File: src/common/nibble_swap_xor_pkg.sv
// constants and types for the nibble swap / xor / direction-load executor
package nibble_swap_xor_pkg;
  localparam int unsigned DATA_W = 8;
  localparam int unsigned INSN_W = 12;
  localparam int unsigned FADDR_W = 5;
  // opcode match patterns and positions
  localparam logic [5:0] SWAP_PAT = 6'h0e;  // 0011 10 in bits 11:6
  localparam logic [5:0] XORF_PAT = 6'h06;  // 0001 10 in bits 11:6
  localparam logic [3:0] XORL_PAT = 4'hf;   // 1111 in bits 11:8
  localparam logic [8:0] DIRL_PAT = 9'h000; // 0000 0000 0 in bits 11:3
  localparam logic [2:0] DIR_PORT_SEL = 3'h6;
  localparam int unsigned DEST_BIT = 5;
  // values after reset
  localparam logic [7:0] ACC_RST = 8'h00;
  localparam logic [7:0] DIR_RST = 8'hff;
  localparam logic ZERO_RST = 1'h0;
  localparam int unsigned EXEC_CYCLES = 1;

  typedef enum logic [2:0] {
    OP_NONE,
    OP_SWAP,
    OP_DIR,
    OP_XORL,
    OP_XORF
  } exec_op_t;
endpackage

File: src/logic/nibble_swap_xor_load_direction_op_exec.sv
// decode and one-cycle execute of nibble swap, direction load and xor ops
`timescale 1ns/100ps
`default_nettype none
module nibble_swap_xor_load_direction_op_exec (
  input wire logic sys_clk, // 125 MHz core clock
  input wire logic arst_n, // asynchronous reset, active low
  input wire logic insn_valid, // instruction word valid this cycle
  input wire logic [11:0] insn, // 12-bit instruction word
  input wire logic [7:0] file_rdata, // contents of file register at file_addr
  output logic [4:0] file_addr, // file register address, from insn
  output logic file_we, // file register write strobe
  output logic [7:0] file_wdata, // file register write data
  output logic [7:0] acc, // working accumulator
  output logic [7:0] port_dir, // port direction register
  output logic zero_flag, // zero status flag
  output logic insn_hit // instruction decoded by this block
);
  // one record of all state; the write data rides with its strobe
  typedef struct packed {
    logic [7:0] acc;
    logic [7:0] dir;
    logic zero;
    logic fwe;
    logic [7:0] fwdata;
  } state_t;

  state_t cur_ff;
  state_t nxt_ff;
  nibble_swap_xor_pkg::exec_op_t op;
  logic dest_file;
  logic [7:0] result;

  // address is combinational so the file read lands in the instruction's own cycle
  assign file_addr = insn[nibble_swap_xor_pkg::FADDR_W-1:0];
  assign dest_file = insn[nibble_swap_xor_pkg::DEST_BIT];

  // the four patterns are disjoint, so the if order carries no priority
  always_comb begin
    op = nibble_swap_xor_pkg::OP_NONE;
    if (insn_valid) begin
      if (insn[11:6] == nibble_swap_xor_pkg::SWAP_PAT) begin
        op = nibble_swap_xor_pkg::OP_SWAP;
      end else if (insn[11:6] == nibble_swap_xor_pkg::XORF_PAT) begin
        op = nibble_swap_xor_pkg::OP_XORF;
      end else if (insn[11:8] == nibble_swap_xor_pkg::XORL_PAT) begin
        op = nibble_swap_xor_pkg::OP_XORL;
      end else if (insn[11:3] == nibble_swap_xor_pkg::DIRL_PAT &&
                   insn[2:0] == nibble_swap_xor_pkg::DIR_PORT_SEL) begin
        // other selectors name a port this device lacks, so they are ignored
        op = nibble_swap_xor_pkg::OP_DIR;
      end
    end
  end

  always_comb begin
    nxt_ff = cur_ff;
    nxt_ff.fwe = 1'b0;
    // fwdata keeps its last value; only fwe qualifies it
    result = 8'h00;
    unique case (op)
      nibble_swap_xor_pkg::OP_SWAP: begin
        result = {file_rdata[3:0], file_rdata[7:4]};
      end
      nibble_swap_xor_pkg::OP_XORF: begin
        result = cur_ff.acc ^ file_rdata;
      end
      nibble_swap_xor_pkg::OP_XORL: begin
        result = cur_ff.acc ^ insn[7:0];
      end
      nibble_swap_xor_pkg::OP_DIR: result = cur_ff.acc;
      nibble_swap_xor_pkg::OP_NONE: result = 8'h00;
    endcase
    unique case (op)
      nibble_swap_xor_pkg::OP_SWAP, nibble_swap_xor_pkg::OP_XORF: begin
        if (dest_file) begin
          nxt_ff.fwe = 1'b1;
          nxt_ff.fwdata = result;
        end else begin
          nxt_ff.acc = result;
        end
      end
      nibble_swap_xor_pkg::OP_XORL: begin
        nxt_ff.acc = result;
      end
      nibble_swap_xor_pkg::OP_DIR: begin
        nxt_ff.dir = result;
      end
      nibble_swap_xor_pkg::OP_NONE: nxt_ff.fwe = 1'b0;
    endcase
    // swap and direction load skip this, so the flag is kept
    // zero flag from xor
    if (op == nibble_swap_xor_pkg::OP_XORF || op == nibble_swap_xor_pkg::OP_XORL) begin
      nxt_ff.zero = (result == 8'h00);
    end
  end

  always_ff @(posedge sys_clk or negedge arst_n) begin
    if (!arst_n) begin
      cur_ff.acc <= nibble_swap_xor_pkg::ACC_RST;
      cur_ff.dir <= nibble_swap_xor_pkg::DIR_RST;
      cur_ff.zero <= nibble_swap_xor_pkg::ZERO_RST;
      cur_ff.fwe <= 1'b0;
      cur_ff.fwdata <= 8'h00;
    end else begin
      cur_ff <= nxt_ff;
    end
  end

  assign acc = cur_ff.acc;
  assign port_dir = cur_ff.dir;
  assign zero_flag = cur_ff.zero;
  // write is registered one cycle late; the caller holds the address for it
  assign file_we = cur_ff.fwe;
  assign file_wdata = cur_ff.fwdata;
  assign insn_hit = (op != nibble_swap_xor_pkg::OP_NONE);
endmodule // nibble_swap_xor_load_direction_op_exec
`default_nettype wire

File: config.mk
export PLATFORM = sky130hd
export DESIGN_NAME = nibble_swap_xor_load_direction_op_exec
export DESIGN_NICKNAME = d
export VERILOG_FILES = /design/src/common/nibble_swap_xor_pkg.sv /design/src/logic/nibble_swap_xor_load_direction_op_exec.sv
export SDC_FILE = /design/constraint.sdc
export NUM_CORES = 1
export LEC_CHECK = 0
export BUFFER_PORTS_ARGS = -buffer_cell sky130_fd_sc_hd__buf_4
export CAP_MARGIN = 20
export CORE_MARGIN = 10
export CORE_UTILIZATION = 25
export CTS_BUF_LIST = sky130_fd_sc_hd__clkbuf_4 sky130_fd_sc_hd__clkbuf_8
export DETAILED_ROUTE_END_ITERATION = 6
export REMOVE_ABC_BUFFERS = 1
export SLEW_MARGIN = 10
export SYNTH_ARGS = -nofsm -noshare
export SYNTH_HDL_FRONTEND = slang
export SYNTH_SLANG_ARGS = --single-unit
File: constraint.sdc
create_clock -name sys_clk -period 1.6 [get_ports sys_clk]
set_input_delay 0.16 -clock sys_clk [delete_from_list [all_inputs] [get_ports sys_clk]]
set_output_delay 0.16 -clock sys_clk [all_outputs]
set_load 0.02 [all_outputs]
## Word level (Yosys, flattened, before mapping)

Cells that the tools add are included.

| cells by class | value |
|---|---|
| order comparisons | 0 |
| reduce and logical (&&, ||, !) cells | 10 |
| multipliers | 0 |
| divide/modulo/power cells | 0 |
| muxes and demuxes | 10 |
| add/subtract/negate cells | 0 |
| equal/unequal tests | 9 |
| bitwise logic cells | 2 |
| shifts and indexed selects | 0 |

Operators with widths:

| cell | number |
|---|---|
| one-hot mux 8 bit (5 select lines) | 1 |
| one-hot mux 8 bit (2 select lines) | 1 |
| bitwise XOR 8 bit | 2 |
| logical NOT 9 bit | 1 |
| 2-to-1 mux 3 bit | 3 |
| 2-to-1 mux 9 bit | 1 |
| logical NOT 8 bit | 1 |
| 2-to-1 mux 8 bit | 1 |
| equality test 3 x 2 -> 1 bit (second input constant) | 2 |
| equality test 3 bit (second input constant) | 2 |
| equality test 6 x 3 -> 1 bit (second input constant) | 1 |
| equality test 6 x 4 -> 1 bit (second input constant) | 1 |
| equality test 4 bit (second input constant) | 1 |
| 2-to-1 mux 2 bit | 2 |
| AND reduction 2 bit | 2 |
| equality test 3 x 1 -> 1 bit (second input constant) | 1 |
| logical NOT 3 bit | 1 |
| nonzero test 3 bit | 1 |
| inequality test 2 bit (second input constant) | 1 |
| nonzero test 2 bit | 1 |
| OR reduction 2 bit | 1 |
| logical AND 1 bit | 1 |
| logical OR 1 bit | 1 |
| 2-to-1 mux 1 bit | 1 |

| word-level totals | value |
|---|---|
| logic and storage cells | 36 |
| memories kept | 0 |
| bits in latches | 0 |
| output and inout bits | 32 |
| bits in writable memories | 0 |
| memory bits (read-only) | 0 |
| bits in registers | 26 |

## Depth between registers and ports, before layout

| logic depth | value |
|---|---|
| word-level depth | 11 |
| gate-level depth with buffers | 9 |
| gate-level depth less buffers | 7 |

## Worst setup path before layout

Ideal clock, no wire load.

| timing path | value |
|---|---|
| kind | input -> register |
| start point | input port insn[10] |
| end point | register cur_ff, in the netlist zero_flag |
| data required time | 1.478 ns |
| slack | -0.377 ns |
| cell stages on the path | 7 |
| data arrival time | 1.855 ns |
| cell sequence | or4b_4 or3_1 buf_2 or3_1 and3_4 o2111ai_1 nand2_1 |

| between the ends | value |
|---|---|
| word-level cells in the longest chain between the ends | 10 |
| elaborated cells on any way between the ends | 18 |

RTL lines:

| what | line | text |
|---|---|---|
| start: declaration | nibble_swap_xor_load_direction_op_exec.sv:8 | `input wire logic [11:0] insn,` |
| logical NOT 9 bit | nibble_swap_xor_load_direction_op_exec.sv:47 | `end else if (insn[11:3] == nibble_swap_xor_pkg::DIRL_PAT &&` |
| logical AND 1 bit | nibble_swap_xor_load_direction_op_exec.sv:47 |  |
| 2-to-1 mux 2 bit | nibble_swap_xor_load_direction_op_exec.sv:47 |  |
| 2-to-1 mux 2 bit | nibble_swap_xor_load_direction_op_exec.sv:45 | `end else if (insn[11:8] == nibble_swap_xor_pkg::XORL_PAT) begin` |
| 2-to-1 mux 3 bit | nibble_swap_xor_load_direction_op_exec.sv:43 | `end else if (insn[11:6] == nibble_swap_xor_pkg::XORF_PAT) begin` |
| 2-to-1 mux 3 bit * | nibble_swap_xor_load_direction_op_exec.sv:41 | `if (insn[11:6] == nibble_swap_xor_pkg::SWAP_PAT) begin` |
| 2-to-1 mux 3 bit * | nibble_swap_xor_load_direction_op_exec.sv:40 | `if (insn_valid) begin` |
| equality test 3 x 2 -> 1 bit (tied with other cells) | nibble_swap_xor_load_direction_op_exec.sv:60 | `unique case (op)` |
| one-hot mux 8 bit (5 select lines) | nibble_swap_xor_load_direction_op_exec.sv:60 |  |
| logical NOT 8 bit | nibble_swap_xor_load_direction_op_exec.sv:93 | `nxt_ff.zero = (result == 8'h00);` |
| end signal: assignment | nibble_swap_xor_load_direction_op_exec.sv:105 | `cur_ff <= nxt_ff;` |
| end: declaration | nibble_swap_xor_load_direction_op_exec.sv:27 | `state_t cur_ff;` |

Every way passes the cells marked *; elsewhere a longest branch is shown, timed or not.
A chain may end at the register's enable or synchronous reset.

## Final worst setup path

| timing path | value |
|---|---|
| start point | input port insn[6] |
| end point | register cur_ff, in the netlist zero_flag |

| between the ends | value |
|---|---|
| word-level cells in the longest chain between the ends | 10 |
| elaborated cells on any way between the ends | 18 |

RTL lines:

| what | line |
|---|---|
| logical NOT 9 bit | nibble_swap_xor_load_direction_op_exec.sv:47 |
| logical AND 1 bit | nibble_swap_xor_load_direction_op_exec.sv:47 |
| 2-to-1 mux 2 bit | nibble_swap_xor_load_direction_op_exec.sv:47 |
| 2-to-1 mux 2 bit | nibble_swap_xor_load_direction_op_exec.sv:45 |
| 2-to-1 mux 3 bit | nibble_swap_xor_load_direction_op_exec.sv:43 |
| 2-to-1 mux 3 bit | nibble_swap_xor_load_direction_op_exec.sv:41 |
| 2-to-1 mux 3 bit | nibble_swap_xor_load_direction_op_exec.sv:40 |
| equality test 3 x 2 -> 1 bit (tied with other cells) | nibble_swap_xor_load_direction_op_exec.sv:60 |
| one-hot mux 8 bit (5 select lines) | nibble_swap_xor_load_direction_op_exec.sv:60 |
| logical NOT 8 bit | nibble_swap_xor_load_direction_op_exec.sv:93 |

Parallel ways exist; a longest one is shown, timed or not.

==> metrics <==
status finished, violations left; failing checks negative setup slack; worst hold slack 0.3213 ns; clock skew 0.005067 ns; Final WS setup -0.07933 ns; Clock Tree Buf Depth 2; Leak 1.255 nW; Hold Fails Final Rpt 0; Area growth, synth to finish 68.24%; Yosys reg bits 26; Ports 55; crit path launch type primary input; CTS sink cnt 26; final RePlAce weighted congestion 0.8520; final WL 5186 µm; first-pass GRT wire length 8155 µm; critical path type primary input to register; nets@finish 284; Max Cap Violations 0; DR WL/cell 15.53 µm; via count 1,561; WP data required 1.77 ns; DP HPWL 4187 µm; sequential share of the synthesized area 0.4367; Power Density 639.2 mW/mm²; Slew Limit Fails 0; Chip Height 97.79 µm; H-tree depth 1; Num CTS Buffers 3; Placed Area 0.002298 mm²; Distinct cells, synth 42; CP endpoint kind register; Residual DRC 0; VDD IR max 289.7 µV; final period utilization 1.050; clock transition at the registers of the reported paths 0.09 ns; CTS tree yes; post-route ant nets 0; synth warn 0; drt pass-1 iters 4; Worst-Margin Slew 0.3378 ns; Max FO, Critical Path 6; Cells after Synth 159; FMAX 595.5 MHz; Syn Area/Cell 9.514 µm²; Root Driver clkbuf_8; worst-skew pair later-pin latency 0.28 ns; Core ar. 0.005886 mm²; fill cell count 589; share of cells above drive strength 1 0.6178; Rows 28; RSZ-0062 raised after global routing true; First DRT Iteration DRCs 98; initial antenna violation count 0; synthesized area 0.001513 mm²; Post-synth EDFFs 0; Final Setup Violations 9; Port Buf Inserts 54; Post-synth ARST share 1.000; vias in the first global route 1,613; Die ar. 0.009562 mm²; Tmin final 1.679 ns; design area 0.002545 mm²; starting density of the core 0.2570; GR Util All Layers 0.1023; Diodes inserted 0; Finished Core Util 0.4324; die width 97.79 µm; Vias per Instance 4.674; Worst Path Arrival 1.85 ns; largest net degree at the start of global routing 27; grt ovf 0; Top FF cell, synth dfrtp_1; Worst Hold Class primary input to async pin; Slew Limit Headroom 0.7748
critical path, cell delays in order:
cell,delay [ns]
buf_6,0.09
or4b_4,0.54
or3_4,0.38
or3_1,0.37
and3_4,0.17
o2111ai_2,0.08
nand2_1,0.06
final cells by class:
| class | instances | area [µm²] | area share |
|---|---|---|---|
| Clock buffer | 3 | 41.29 | 0.01622 |
| Tap cell | 75 | 93.84 | 0.03687 |
| Sequential cell | 26 | 660.6 | 0.2596 |
| Multi-Input combinational cell | 120 | 893.4 | 0.3510 |
| Inverter | 1 | 8.758 | 0.003441 |
| Timing Repair Buffer | 109 | 847.1 | 0.3328 |
final timing paths:
path | startpoint | end | slack [ns] | depth (start not counted)
max | insn[6] | zero_flag$_DFFE_PN0P_ | -0.08 | 7
min | arst_n | zero_flag$_DFFE_PN0P_ | 0.32 | 2
max reg2reg | acc[2]$_DFFE_PN0P_ | file_wdata[2]$_DFFE_PN0P_ | 0.04 | 5
min reg2reg | port_dir[0]$_DFFE_PN1N_ | port_dir[0]$_DFFE_PN1N_ | 0.46 | 2
max in group asynchronous | arst_n | port_dir[3]$_DFFE_PN1N_ | 0.98 | 2
min in group sys_clk | file_rdata[1] | zero_flag$_DFFE_PN0P_ | 0.35 | 5
cell usage after synthesis (all sizes together), types with 2 or more instances:
| master | count | area (µm²) |
|---|---|---|
| nand2 | 33 | 126.4 |
| dfrtp | 18 | 450.4 |
| mux2 | 14 | 157.7 |
| nor2 | 9 | 33.78 |
| dfstp | 8 | 210.2 |
| nand3 | 8 | 40.04 |
| buf | 7 | 47.55 |
| a21oi | 5 | 25.02 |
| clkbuf | 5 | 18.77 |
| xor2 | 4 | 35.03 |
| nand4 | 3 | 18.77 |
| nor2b | 3 | 18.77 |
| nor3 | 3 | 15.01 |
| o21ai | 3 | 18.76 |
| o221a | 3 | 33.78 |
| o221ai | 3 | 26.28 |
| or2 | 3 | 18.77 |
| or3 | 3 | 20.02 |
| a221o | 2 | 20.02 |
| a22oi | 2 | 15.01 |
| a31oi | 2 | 12.51 |
| and3 | 2 | 17.52 |
| nor4b | 2 | 17.52 |
| xnor2 | 2 | 17.52 |
stage by stage:
stage                     instances  setup slack (ns)  total power, mW  setup TNS [ns]
after CTS                       330          -0.07947            1.632         -0.2087
final                           334          -0.07933            1.627         -0.2691
after detailed placement        323           -0.5244            1.227          -7.108
after floorplan                 147           -0.3372           0.9408          -3.151
after global placement          323           -0.5088            1.222          -6.978
after global routing            334           -0.1245            1.698         -0.9263
flip-flops by register name (all words and copies together), names as in the netlist:
| register | count |
|---|---|
| file_we | 1 |
| acc | 8 |
| file_wdata | 8 |
| port_dir | 8 |
| zero_flag | 1 |
routing by layer:
| metal | share of wire | up-vias | track usage |
|---|---|---|---|
| met4 | 0.014 | 0 | 0.02908 |
| met1 | 0.44 | 751 | 0.1161 |
| li1 | - | 773 | - |
| met3 | 0.056 | 7 | 0.03242 |
| met2 | 0.49 | 30 | 0.1794 |
| met5 | 0 | - | 0 |
where the power goes:
group | internal (mW) | switching [mW] | total, mW
clock network | 0.169 | 0.212 | 0.382
logic | 0.263 | 0.239 | 0.502
registers | 0.698 | 0.0456 | 0.743
logic make-up (layout without fill, tap and decap cells):
logic type	after synthesis	count (layout)	synth area share
multiplexers	14	14	0.1042
buffers and inverters	13	113	0.04632
AO/OA/AOI/OAI	28	28	0.1431
flip-flops	26	26	0.4367
XOR/XNOR	6	6	0.03474
AND/OR/NAND/NOR	72	72	0.2349
repair_timing:
item	4_1_cts	5_1_grt
pin swaps	10	3
gates resized for setup	17	12
endpoints found under the setup margin	18	18
hold buffers	1	0
buffers inserted	3	4
endpoints found under the hold margin	18	0
cells in the final DEF (no fill, tap or decap), drive strengths merged, types with 4 or more instances in the layout:
master / n
dfstp: 8
nand3: 8
a21oi: 5
buf: 108
mux2: 14
nand2: 33
xor2: 4
dfrtp: 18
nor2: 9
(Power assumes the default switching activity.)
